<file path="config.mk">
export PLATFORM = sky130hd
export DESIGN_NAME = fbus_status_jobs
export DESIGN_NICKNAME = d
export VERILOG_FILES = /design/src/core/fbus_status_pkg.sv /design/src/core/fbus_status_jobs.sv /design/src/core/sync_two.sv
export SDC_FILE = /design/constraint.sdc
export NUM_CORES = 2
export LEC_CHECK = 0
export BUFFER_PORTS_ARGS = -buffer_cell sky130_fd_sc_hd__buf_4
export CAP_MARGIN = 10
export CORE_ASPECT_RATIO = 1.2
export CORE_MARGIN = 2
export CORE_UTILIZATION = 45
export CTS_BUF_LIST = sky130_fd_sc_hd__clkbuf_8
export DETAILED_ROUTE_END_ITERATION = 8
export PLACE_DENSITY = 0.63
export SLEW_MARGIN = 40
export SYNTH_ARGS = -nofsm -noshare
export SYNTH_HDL_FRONTEND = slang
export SYNTH_SLANG_ARGS = --single-unit
</file>
<file path="constraint.sdc">
create_clock -name clock -period 9.6 [get_ports clock]
set_input_delay 2.4 -clock clock [delete_from_list [all_inputs] [get_ports clock]]
set_output_delay 2.4 -clock clock [all_outputs]
set_load 0.02 [all_outputs]
</file>
<file path="src/core/fbus_status_pkg.sv">
// constants shared by the fieldbus status packer and parameter job engine
// assumes a single 200 MHz clock and a classic wishbone register port
package fbus_status_pkg;

  // ************************************************************
  // cyclic block layout
  // ************************************************************
  localparam int JOB_FIRST_BYTE    = 0;
  localparam int JOB_BYTES         = 6;
  localparam int STATUS_FIRST_BYTE = 46;
  localparam int STATUS_BYTES      = 8;

  // ************************************************************
  // job and result codes
  // ************************************************************
  localparam logic [7:0] JOB_READ      = 8'h01;
  localparam logic [7:0] JOB_WRITE     = 8'h02;
  localparam logic [7:0] RES_OK        = 8'h01;
  localparam logic [7:0] RES_BAD_INDEX = 8'h07;
  localparam logic [7:0] RES_BAD_DATA  = 8'h08;
  localparam logic [7:0] RES_BAD_JOB   = 8'h09;

  // ************************************************************
  // parameter object table
  // ************************************************************
  localparam int         PARAM_COUNT    = 46;
  localparam logic [7:0] IDX_LAST_LOW   = 8'h26;
  localparam logic [7:0] IDX_HOLE_FIRST = 8'h27;
  localparam logic [7:0] IDX_HOLE_LAST  = 8'h29;
  localparam logic [7:0] IDX_LAST       = 8'h2d;
  localparam logic [7:0] IDX_W2_FIRST   = 8'h05;
  localparam logic [7:0] IDX_W2_LAST    = 8'h0d;
  localparam logic [7:0] IDX_W4_FIRST   = 8'h1e;
  localparam logic [7:0] IDX_W4_LAST    = 8'h21;
  localparam logic [7:0] IDX_W2_ZERO    = 8'h00;
  localparam logic [31:0] PARAM_RESET   = 32'h0000_0000;

  // ************************************************************
  // status bit positions inside a byte
  // ************************************************************
  localparam int ALM_MAIN_LO  = 0;
  localparam int ALM_PRE_LO   = 1;
  localparam int ALM_VALID_LO = 3;
  localparam int ALM_MAIN_HI  = 4;
  localparam int ALM_PRE_HI   = 5;
  localparam int ALM_VALID_HI = 7;
  localparam int FAULT_INT    = 1;
  localparam int FAULT_ANY    = 3;
  localparam int FAULT_HI     = 4;
  localparam int MENU_BIT     = 0;
  localparam int LOCK_BIT     = 2;

  // ************************************************************
  // register map
  // ************************************************************
  localparam logic [7:0] REG_CTRL    = 8'h00;
  localparam logic [7:0] REG_SEL     = 8'h04;
  localparam logic [7:0] REG_PDATA   = 8'h08;
  localparam logic [7:0] REG_JOBSTAT = 8'h0c;
  localparam int CTRL_MENU     = 0;
  localparam int CTRL_LOCK     = 1;
  localparam int CTRL_INTFAULT = 2;
  localparam logic [2:0] CTRL_RESET = 3'h0;
  localparam logic [7:0] SEL_RESET  = 8'h00;

  typedef enum logic [0:0] {
    ST_IDLE  = 1'b0,
    ST_CHECK = 1'b1
  } job_state_t;

endpackage : fbus_status_pkg

</file>
<file path="src/core/fbus_status_jobs.sv">
// binary status packer and indexed parameter job engine for a cyclic fieldbus slave
// assumes pins arrive asynchronously, firmware on classic wishbone, one clock
//
// Contract
// - status byte 1 bits 0-5: outputs responded
// - byte 2: channel 1/2 alarms and validity
// - byte 3: same layout for channels 3/4
// - byte 4: universal input level plus validity
// - byte 5: sensor, any-channel, internal faults
// - byte 6: universal input faults, sensor faults repeated
// - byte 8: panel lock bit 2, menu bit 0
// - six-byte job block each direction
// - bytes 2-5 carry 1, 2 or 4 data bytes
// - read result: 1 ok, 7 index, 9 job
// - read response echoes the index
// - write result: 1, 7, 8 rejected, 9
// - write response echoes index and data
// - job block at cyclic bytes 0-5
// - status bytes sit at input bytes 46-53
// - data sent most significant byte first
`timescale 1ns/1ps
module fbus_status_jobs (
  input  wire logic        clock,
  input  wire logic        rst,
  input  wire logic        wb_cyc_i,
  input  wire logic        wb_stb_i,
  input  wire logic        wb_we_i,
  input  wire logic [7:0]  wb_adr_i,
  input  wire logic [3:0]  wb_sel_i,
  input  wire logic [31:0] wb_dat_i,
  output logic      [31:0] wb_dat_o,
  output logic             wb_ack_o,
  input  wire logic [5:0]  relay_out_fired,
  input  wire logic [3:0]  main_alarm_ch,
  input  wire logic [3:0]  pre_alarm_ch,
  input  wire logic [3:0]  ch_alarms_valid,
  input  wire logic [3:0]  uin_level,
  input  wire logic [3:0]  uin_level_valid,
  input  wire logic [3:0]  sensor_fault,
  input  wire logic [3:0]  uin_fault,
  input  wire logic [47:0] job_request_block,
  output logic      [47:0] job_response_block,
  output logic      [63:0] status_block
);

  // ************************************************************
  // input synchronisers
  // ************************************************************
  logic [33:0] pins_raw;
  logic [33:0] pins_s;
  logic [47:0] job_s;

  assign pins_raw = {uin_fault, sensor_fault, uin_level_valid, uin_level,
                     ch_alarms_valid, pre_alarm_ch, main_alarm_ch, relay_out_fired};

  sync_two #(.W(34)) u_sync_pins (
    .clock (clock),
    .rst   (rst),
    .d     (pins_raw),
    .q     (pins_s)
  );

  sync_two #(.W(48)) u_sync_job (
    .clock (clock),
    .rst   (rst),
    .d     (job_request_block),
    .q     (job_s)
  );

  logic [5:0] relay_s;
  logic [3:0] main_s;
  logic [3:0] pre_s;
  logic [3:0] valid_s;
  logic [3:0] level_s;
  logic [3:0] level_ok_s;
  logic [3:0] sfault_s;
  logic [3:0] ufault_s;

  assign relay_s    = pins_s[5:0];
  assign main_s     = pins_s[9:6];
  assign pre_s      = pins_s[13:10];
  assign valid_s    = pins_s[17:14];
  assign level_s    = pins_s[21:18];
  assign level_ok_s = pins_s[25:22];
  assign sfault_s   = pins_s[29:26];
  assign ufault_s   = pins_s[33:30];

  // ************************************************************
  // wishbone register port
  // ************************************************************
  logic [2:0]  ctrl_q;
  logic [7:0]  sel_q;
  logic [31:0] wb_dat_q;
  logic        wb_ack_q;
  logic [7:0]  last_res_q;
  logic [7:0]  job_count_q;
  logic [31:0] param_q [fbus_status_pkg::PARAM_COUNT];

  wire        bus_req   = wb_cyc_i & wb_stb_i & ~wb_ack_q;
  wire        bus_wr    = bus_req & wb_we_i;
  wire        hit_ctrl  = wb_adr_i == fbus_status_pkg::REG_CTRL;
  wire        hit_sel   = wb_adr_i == fbus_status_pkg::REG_SEL;
  wire        hit_pdata = wb_adr_i == fbus_status_pkg::REG_PDATA;
  wire        hit_stat  = wb_adr_i == fbus_status_pkg::REG_JOBSTAT;
  wire        sel_known = sel_q <= fbus_status_pkg::IDX_LAST;
  wire [5:0]  sel_slot  = sel_q[5:0];
  wire [31:0] pdata_rd  = sel_known ? param_q[sel_slot] : 32'h0000_0000;
  wire [31:0] byte_mask = {{8{wb_sel_i[3]}}, {8{wb_sel_i[2]}},
                           {8{wb_sel_i[1]}}, {8{wb_sel_i[0]}}};
  wire [31:0] pdata_wr  = (pdata_rd & ~byte_mask) | (wb_dat_i & byte_mask);
  wire        sw_pwrite = bus_wr & hit_pdata & sel_known;

  logic [31:0] rd_mux;
  assign rd_mux = hit_ctrl  ? {29'h0000_0000, ctrl_q} :
                  hit_sel   ? {24'h00_0000, sel_q} :
                  hit_pdata ? pdata_rd :
                  hit_stat  ? {16'h0000, job_count_q, last_res_q} :
                  32'h0000_0000;

  // unmapped addresses still ack, reading zero and ignoring writes
  always_ff @(posedge clock) begin
    if (rst) begin
      wb_ack_q <= 1'b0;
      wb_dat_q <= 32'h0000_0000;
    end else begin
      wb_ack_q <= bus_req;
      wb_dat_q <= bus_req ? rd_mux : wb_dat_q;
    end
  end

  always_ff @(posedge clock) begin
    if (rst) begin
      ctrl_q <= fbus_status_pkg::CTRL_RESET;
      sel_q  <= fbus_status_pkg::SEL_RESET;
    end else begin
      if (bus_wr && hit_ctrl && wb_sel_i[0]) begin
        ctrl_q <= wb_dat_i[2:0];
      end
      if (bus_wr && hit_sel && wb_sel_i[0]) begin
        sel_q <= wb_dat_i[7:0];
      end
    end
  end

  assign wb_ack_o = wb_ack_q;
  assign wb_dat_o = wb_dat_q;

  // ************************************************************
  // binary status bytes
  // ************************************************************
  logic [7:0] st_b1, st_b2, st_b3, st_b4, st_b5, st_b6, st_b8;
  logic [63:0] status_q;

  always_comb begin
    st_b1 = 8'h00;
    st_b2 = 8'h00;
    st_b3 = 8'h00;
    st_b4 = 8'h00;
    st_b5 = 8'h00;
    st_b6 = 8'h00;
    st_b8 = 8'h00;
    st_b1[5:0] = relay_s;
    st_b2[fbus_status_pkg::ALM_MAIN_LO]  = main_s[0];
    st_b2[fbus_status_pkg::ALM_PRE_LO]   = pre_s[0];
    st_b2[fbus_status_pkg::ALM_VALID_LO] = valid_s[0];
    st_b2[fbus_status_pkg::ALM_MAIN_HI]  = main_s[1];
    st_b2[fbus_status_pkg::ALM_PRE_HI]   = pre_s[1];
    st_b2[fbus_status_pkg::ALM_VALID_HI] = valid_s[1];
    st_b3[fbus_status_pkg::ALM_MAIN_LO]  = main_s[2];
    st_b3[fbus_status_pkg::ALM_PRE_LO]   = pre_s[2];
    st_b3[fbus_status_pkg::ALM_VALID_LO] = valid_s[2];
    st_b3[fbus_status_pkg::ALM_MAIN_HI]  = main_s[3];
    st_b3[fbus_status_pkg::ALM_PRE_HI]   = pre_s[3];
    st_b3[fbus_status_pkg::ALM_VALID_HI] = valid_s[3];
    for (int n = 0; n < 4; n++) begin
      st_b4[2*n]   = level_s[n];
      st_b4[2*n+1] = level_ok_s[n];
    end
    st_b5[7:fbus_status_pkg::FAULT_HI] = sfault_s;
    st_b5[fbus_status_pkg::FAULT_ANY]  = |{sfault_s, ufault_s};
    st_b5[fbus_status_pkg::FAULT_INT]  = ctrl_q[fbus_status_pkg::CTRL_INTFAULT];
    st_b6 = {ufault_s, sfault_s};
    st_b8[fbus_status_pkg::LOCK_BIT] = ctrl_q[fbus_status_pkg::CTRL_LOCK];
    st_b8[fbus_status_pkg::MENU_BIT] = ctrl_q[fbus_status_pkg::CTRL_MENU];
  end

  // byte 1 in the low lane; the framer places the block at input byte 46 onward
  always_ff @(posedge clock) begin
    if (rst) begin
      status_q <= 64'h0000_0000_0000_0000;
    end else begin
      status_q <= {st_b8, 8'h00, st_b6, st_b5, st_b4, st_b3, st_b2, st_b1};
    end
  end

  assign status_block = status_q;

  // ************************************************************
  // parameter job engine
  // ************************************************************
  fbus_status_pkg::job_state_t state_q, state_d;
  logic [47:0] cand_q;
  logic [47:0] last_q;
  logic [47:0] resp_q;
  logic        exec_q;

  // a torn multi-byte update is filtered by waiting for two equal samples
  wire        job_new  = job_s != last_q;
  wire        job_go   = (state_q == fbus_status_pkg::ST_CHECK) && (job_s == cand_q)
                         && (job_s != last_q);
  wire [7:0]  j_code   = job_s[7:0];
  wire [7:0]  j_idx    = job_s[15:8];
  wire [31:0] j_data   = {job_s[23:16], job_s[31:24], job_s[39:32], job_s[47:40]};
  wire        idx_known = (j_idx <= fbus_status_pkg::IDX_LAST_LOW) ||
                          ((j_idx > fbus_status_pkg::IDX_HOLE_LAST) &&
                           (j_idx <= fbus_status_pkg::IDX_LAST));
  wire        idx_w2   = (j_idx == fbus_status_pkg::IDX_W2_ZERO) ||
                         ((j_idx >= fbus_status_pkg::IDX_W2_FIRST) &&
                          (j_idx <= fbus_status_pkg::IDX_W2_LAST));
  wire        idx_w4   = (j_idx >= fbus_status_pkg::IDX_W4_FIRST) &&
                         (j_idx <= fbus_status_pkg::IDX_W4_LAST);
  wire        data_fits = idx_w4 || (idx_w2 ? (j_data[31:16] == 16'h0000)
                                            : (j_data[31:8] == 24'h00_0000));
  wire [5:0]  j_slot   = j_idx[5:0];
  wire [31:0] rd_val   = idx_known ? param_q[j_slot] : 32'h0000_0000;
  wire        is_read  = j_code == fbus_status_pkg::JOB_READ;
  wire        is_write = j_code == fbus_status_pkg::JOB_WRITE;
  wire        job_wr   = job_go && is_write && idx_known && data_fits;

  logic [7:0]  res_code;
  logic [31:0] res_data;

  always_comb begin
    res_code = fbus_status_pkg::RES_BAD_JOB;
    res_data = 32'h0000_0000;
    if (is_read) begin
      res_code = idx_known ? fbus_status_pkg::RES_OK : fbus_status_pkg::RES_BAD_INDEX;
      res_data = rd_val;
    end else if (is_write) begin
      res_data = j_data;
      if (!idx_known) begin
        res_code = fbus_status_pkg::RES_BAD_INDEX;
      end else if (!data_fits) begin
        res_code = fbus_status_pkg::RES_BAD_DATA;
      end else begin
        res_code = fbus_status_pkg::RES_OK;
      end
    end
  end

  always_comb begin
    state_d = state_q;
    case (state_q)
      fbus_status_pkg::ST_IDLE: begin
        if (job_new) begin
          state_d = fbus_status_pkg::ST_CHECK;
        end
      end
      fbus_status_pkg::ST_CHECK: begin
        state_d = fbus_status_pkg::ST_IDLE;
      end
      default: begin
        state_d = fbus_status_pkg::ST_IDLE;
      end
    endcase
  end

  always_ff @(posedge clock) begin
    if (rst) begin
      state_q <= fbus_status_pkg::ST_IDLE;
      cand_q  <= 48'h0000_0000_0000;
      last_q  <= 48'h0000_0000_0000;
      exec_q  <= 1'b0;
    end else begin
      state_q <= state_d;
      cand_q  <= job_s;
      last_q  <= job_go ? job_s : last_q;
      exec_q  <= job_go;
    end
  end

  // response held until the next job is executed; data bytes msb first
  always_ff @(posedge clock) begin
    if (rst) begin
      resp_q      <= 48'h0000_0000_0000;
      last_res_q  <= 8'h00;
      job_count_q <= 8'h00;
    end else if (job_go) begin
      resp_q      <= {res_data[7:0], res_data[15:8], res_data[23:16], res_data[31:24],
                      j_idx, res_code};
      last_res_q  <= res_code;
      job_count_q <= job_count_q + 8'h01;
    end
  end

  assign job_response_block = resp_q;

  // a bus job and a firmware write in one cycle: the bus job wins its slot
  for (genvar k = 0; k < fbus_status_pkg::PARAM_COUNT; k++) begin : g_param
    always_ff @(posedge clock) begin
      if (rst) begin
        param_q[k] <= fbus_status_pkg::PARAM_RESET;
      end else if (job_wr && (j_slot == 6'(k))) begin
        param_q[k] <= j_data;
      end else if (sw_pwrite && (sel_slot == 6'(k))) begin
        param_q[k] <= pdata_wr;
      end
    end
  end
endmodule : fbus_status_jobs

</file>
<file path="src/core/sync_two.sv">
// two-stage level synchroniser, one per group of pin inputs
// assumes the inputs are quasi-static levels from outside the clock domain
`timescale 1ns/1ps
module sync_two #(
  parameter int W = 1
) (
  input  wire logic         clock,
  input  wire logic         rst,
  input  wire logic [W-1:0] d,
  output logic      [W-1:0] q
);
  logic [W-1:0] meta_q;

  // the first stage feeds the second and nothing else
  always_ff @(posedge clock) begin
    if (rst) begin
      meta_q <= '0;
      q      <= '0;
    end else begin
      meta_q <= d;
      q      <= meta_q;
    end
  end
endmodule : sync_two
</file>
# Word-level counts from Yosys, hierarchy flattened
# Memories as Yosys holds them, arrays and structs flattened. A register that Yosys moved wholly into a read port is not among the register bits.
# Index checks and enable logic that the tools add are counted.
[word_totals] ff_bits=433 mem_bits_rw=1472 in_bits=131 output_inout_bits=145 elab_cells=775 memories=1
[memory_table] name="param_q" words=46 width=32 rd=2 rd_ports_with_merged_regs=2 write_ports=46 line="fbus_status_jobs.sv:97" source="logic [31:0] param_q [fbus_status_pkg::PARAM_COUNT];"
[classes] addsub=1 order_cmp=8 n_eq_ne=97 n_mux=435 bitwise_logic=103 n_reduce_logical=114
[op_table] cell="32-bit 2-to-1 mux" count=99
[op_table] cell="1-bit 2-to-1 mux" count=326
[op_table] cell="6-bit by 5-bit equality test with 1-bit output (second input constant)" count=32
[op_table] cell="6-bit equality test (second input constant)" count=28
[op_table] cell="1-bit logical AND" count=104
[op_table] cell="6-bit by 4-bit equality test with 1-bit output (second input constant)" count=16
[op_table] cell="1-bit OR" count=92
[op_table] cell="32-bit bitwise AND" count=2
[op_table] cell="48-bit equality test" count=1
[op_table] cell="6-bit by 3-bit equality test with 1-bit output (second input constant)" count=8
[op_table] cell="48-bit inequality test" count=1
[op_table] cell="8-bit by 6-bit less-or-equal comparator with 1-bit output (second input constant)" count=4
[op_table] cell="32-bit inverter" count=1
[op_table] cell="32-bit OR" count=1
[op_table] cell="6-bit by 2-bit equality test with 1-bit output (second input constant)" count=4
[op_table] cell="24-bit zero test" count=1
[op_table] cell="6-bit 2-to-1 mux" count=3
[op_table] cell="8-bit by 4-bit equality test with 1-bit output (second input constant)" count=2
[op_table] cell="16-bit zero test" count=1
[op_table] cell="8-bit zero test" count=2
[op_table] cell="16-bit 2-to-1 mux" count=1
[op_table] cell="4-bit 2-to-1 mux" count=4
[op_table] cell="6-bit by 1-bit equality test with 1-bit output (second input constant)" count=2
[op_table] cell="6-bit zero test" count=2
[op_table] cell="other kinds (14)" count=21

# Longest topological paths before layout
[logic_depth] word_depth=12 depth_mapped=13 ltp_nobuf=7

# Cells and area by module
# A second synthesis with hierarchy kept.
[hier_totals] cells_unflattened=6676 area_unflattened_um2=92212.2
[by_module_without_submodules] module="fbus_status_jobs" n_inst=1 cells_each=6331 area_per_inst_um2=87775.4
[by_module_without_submodules] module="sync_two (u_sync_job)" n_inst=1 cells_each=202 area_per_inst_um2=2600.0
[by_module_without_submodules] module="sync_two (u_sync_pins)" n_inst=1 cells_each=143 area_per_inst_um2=1836.8

# Worst setup path after synthesis
# OpenSTA, ideal clock, no wires.
[synth_timing] path_type="input -> register" start="in wb_stb_i" end="mem param_q[30][0] (enable)" setup_time_ns=0.533 t_arrival_ns=7.336 required_time_ns=9.067 slack_ns=1.731 path_stages=7 path_buffers=2 cell_sequence="and3b_1 > clkbuf_1 > and2_1 > nand4_1 > buf_2 > or2_2 > o311ai_0"
[synth_lines] element="from (decl)" line="fbus_status_jobs.sv:26" source="input wire logic wb_stb_i,"
[synth_lines] element="to (decl)" line="fbus_status_jobs.sv:97"

==> flow_summary.yaml <==
power:
  peakVddDrop_v: 0.000179
  leakagePower_nw: 34.8
  finalPower_mw: 17.6
  power_frac_seq_pct: 51.9
  switching_share_pct: 26.2
  intPower_mw: 13.0
  p_per_area_nw_per_um2: 169
  p_clk_share_pct: 39.5
  pwr-share-comb_pct: 8.6
  psw_mw: 4.61
global_route:
  antenna_found_initial: 26
  gr-total-overflow: 0
  globalRouteTotalUtil_pct: 36.5
  grt_pass1_wl_mm: 530
  grt_max_degree: 123
  grt_pass1_vias: 67600
clocking:
  cts.repair.resized: 0
  clock_tree.buffer_depth: 4
  cts.clk_slew.worst_paths_ps: 70
  cts_setup_buffers: 0
  holdBufCountCts: 0
  ctsRootBufferMaster: "sky130_fd_sc_hd__clkbuf_8"
  tritoncts_clock_tree: "yes"
  cts.sink_count: 1864
  clock_tree.htree_level_count: 5
  numCtsBuffers: 325
  insertion_delay_ps: 1130
setup_path:
  crit_path_cell_trace: "inv_1, nor2_2, a31oi_1, o21ai_1, nand4_4, buf_4, or3_2, nand3_2, buf_4"
  critPathRequiredTime_ps: 10320
  crit_fanout: 19
  family_of_cells_with_the_greatest_summed_delay_on_the_critical_path: "simple AND/OR/NAND/NOR gates"
  slowest_delay_ps: 820
  criticalPathCategory: "reg -> reg"
  worst_setup_path_end_kind: "flip-flop"
  critical-path-top-cell-by-count: "sky130_fd_sc_hd__buf_4"
  critPathBufInv: 3
  crit_path_max_delay_cell_type: "sky130_fd_sc_hd__or3_2"
  arrival_ps: 6960
  critPathLaunchType: "flip-flop"
yosys:
  post_synth_instance_area_um2: 92700
  synth_enable_flop_cells: 1472
  synth_ff_type: "sky130_fd_sc_hd__edfxtp_1"
  syn-mean-instance-area_um2: 13.6
  synth_top_area_share_pct: 47.7
  yosysUniqueCellTypes: 77
  postSynthRegisterBits: 1864
  fraction_of_the_yosys_area_taken_by_sequential_cells_pct: 56.1
  synthDominantAreaCellType: "sky130_fd_sc_hd__edfxtp_1"
  ys_top_cells_by_area: "sky130_fd_sc_hd__edfxtp_1 48%, sky130_fd_sc_hd__mux4_2 19%, sky130_fd_sc_hd__dfxtp_1 8.5%, sky130_fd_sc_hd__nor2_1 4.8%, sky130_fd_sc_hd__o22ai_1 3.6%"
  synth.yosys.warnings: 0
  synth_async_sr_flop_share_pct: 0
  post_synth_inst_count: 6842
floorplanning:
  std_cell_core_area_um2: 205000
  die_footprint_um2: 210000
  placementRows: 182
  starting_density_of_the_core_pct: 45.2
  die-height_um: 501
  io-pin-count: 276
  die_width_um: 418
drt:
  drt.antenna.violating_nets: 0
  detail_route.vias_per_cell: 7.00
  num_vias: 69000
  dr.pass1.iters: 9
  remaining_drcs: 0
  detail_route.wl_per_cell_um: 39.4
  route.final.wire_length_mm: 388
  first_iter_violations: 11500
run:
  cap_viol_max_count: 0
timing:
  report.final.setup_viol: 0
  min_period_ps: 6240
  tns_ps: 0
  max_freq_ghz: 0.160
  max-slew-margin-rel_pct: 31.0
  clock_skew_ps: 105
  slew_viol_final: 0
  slew_at_the_pin_closest_to_its_max_slew_limit_ps: 1030
  number_of_failing_hold_endpoints_at_the_final_stage: 0
  layout_worst_path_cycle_share_pct: 65.0
  finalWorstSetupSlack_ps: 3360
  unrepaired_setup_endpoints_after_global_routing: "no"
finish:
  finalCoreUtilization_pct: 50.7
  filler_cell_count: 17500
  layout.nets: 7078
  layout-area-overhead-vs-synth_pct: 12.0
  layout_commonest_cell: "sky130_fd_sc_hd__edfxtp_1"
  final_cell_mix: "1,472 x sky130_fd_sc_hd__edfxtp_1, 1,191 x sky130_fd_sc_hd__nor2_1, 768 x sky130_fd_sc_hd__mux4_2, 536 x sky130_fd_sc_hd__o22ai_1, 492 x sky130_fd_sc_hd__buf_4"
  layout_cell_share_with_drive_strength_beyond_1_pct: 26.8
place:
  pre_cts_slack_ps: 3000
  dp_hpwl_mm: 252
  place_congestion: 1.03
  port_buffers: 249
hold_path:
  holdCritPathClass: "reg -> reg"
status:
  run_status: "finished clean"
==> worst reg2reg max path: stages, from the launching register on <==
cell and delay (ps):
sky130_fd_sc_hd__dfxtp_1 780, sky130_fd_sc_hd__inv_1 450, sky130_fd_sc_hd__nor2_2 620, sky130_fd_sc_hd__a31oi_1 420
sky130_fd_sc_hd__o21ai_1 330, sky130_fd_sc_hd__nand4_4 620, sky130_fd_sc_hd__buf_4 570, sky130_fd_sc_hd__or3_2 840
sky130_fd_sc_hd__nand3_2 690, sky130_fd_sc_hd__buf_4 480
==> final timing paths <==
path	end	depth (start not counted)	slack, ps	from
setup / recovery	param_q[8][31]$_DFFE_PP_	9	3360	u_sync_job.q[12]$_SDFF_PP0_
hold / removal	u_sync_job.q[23]$_SDFF_PP0_	1	390	u_sync_job.meta_q[23]$_SDFF_PP0_
setup reg to reg	param_q[8][31]$_DFFE_PP_	9	3360	u_sync_job.q[12]$_SDFF_PP0_
hold reg to reg	u_sync_job.q[23]$_SDFF_PP0_	1	390	u_sync_job.meta_q[23]$_SDFF_PP0_
==> cells by family (layout without fill, tap and decap cells) <==
family / after synthesis / count (layout) / synth area share [%]
compound gates: 1117 / 1117 / 8.52
xor+xnor: 99 / 99 / 0.935
fa+ha+maj: 1 / 1 / 0.0135
buf+inv: 835 / 1148 / 4.08
flops: 1864 / 1864 / 56.1
mux: 1013 / 1013 / 21.3
other cells: 1 / 37 / 0.00404
simple gates: 1912 / 1912 / 8.98
==> layer usage <==
layer | routed length [µm] | global-route usage [%] | up-vias
li1 | - | - | 26700
met1 | 124000 | 42.1 | 34800
met2 | 173000 | 54.9 | 5906
met3 | 54300 | 13.4 | 1574
met4 | 37200 | 28.8 | 22
met5 | 175 | 0.0232 | -
==> cell usage after synthesis, drive strengths merged, types with 8 or more instances <==
cell type and n:
mux2 31, inv 45, nand2 274, o31ai 11
o21ai 102, a221oi 11, nand2b 27, clkbuf 326
xor2 34, nor4 31, o22ai 540, o211ai 29
a21oi 144, a22oi 57, nand3 51, edfxtp 1472
a211oi 28, nor3 20, nor2 1198, o311ai 22
a311o 11, mux2i 214, nor2b 230, and2 9
xnor2 65, nand4 26, o21bai 8, or3 9
a31oi 39, a2bb2oi 11, mux4 768, dfxtp 392
o32ai 73, buf 464
==> registers in the layout (all words and copies together) (netlist names), named ones only <==
register            cells
job_count_q             8
last_q                 48
u_sync_pins.q          34
sel_q                   8
wb_ack_o                1
u_sync_job.meta_q      48
param_q              1472
cand_q                 48
u_sync_pins.meta_q     34
state_q                 1
wb_dat_o               32
ctrl_q                  3
job_response_block     35
u_sync_job.q           48
status_block           38
==> metrics by stage <==
step | hold WS (ps) | cells | cell area (µm²)
finish | 389 | 9859 | 104000
global placement | 417 | 9246 | 97000
floorplan | 414 | 6867 | 92800
detailed placement | 424 | 9277 | 97700
global route | 391 | 9851 | 104000
CTS | 377 | 9838 | 104000
==> power groups by stage <==
stage	sequential, mW	combinational [mW]	clock (mW)
global route	9.15	1.52	7.28
global placement	9.27	1.42	0
floorplan	9.23	0.820	0
finish	9.13	1.51	6.95
detailed placement	9.29	1.44	0
CTS	9.13	1.45	6.95
==> cell type report <==
class                      count  area (µm²)  share of cell area [%]
sequential                  1864       52100                    50.2
multi-input combinational   4168       37800                    36.4
timing repair buffer         542        4530                    4.36
clock buffer                 360        4950                    4.77
antenna                       11        27.5                  0.0265
inverter                      45         170                   0.164
tap                         2668        3340                    3.22
clock inverter               201         936                   0.901
Note: power is estimated with default switching activity, not from simulation.
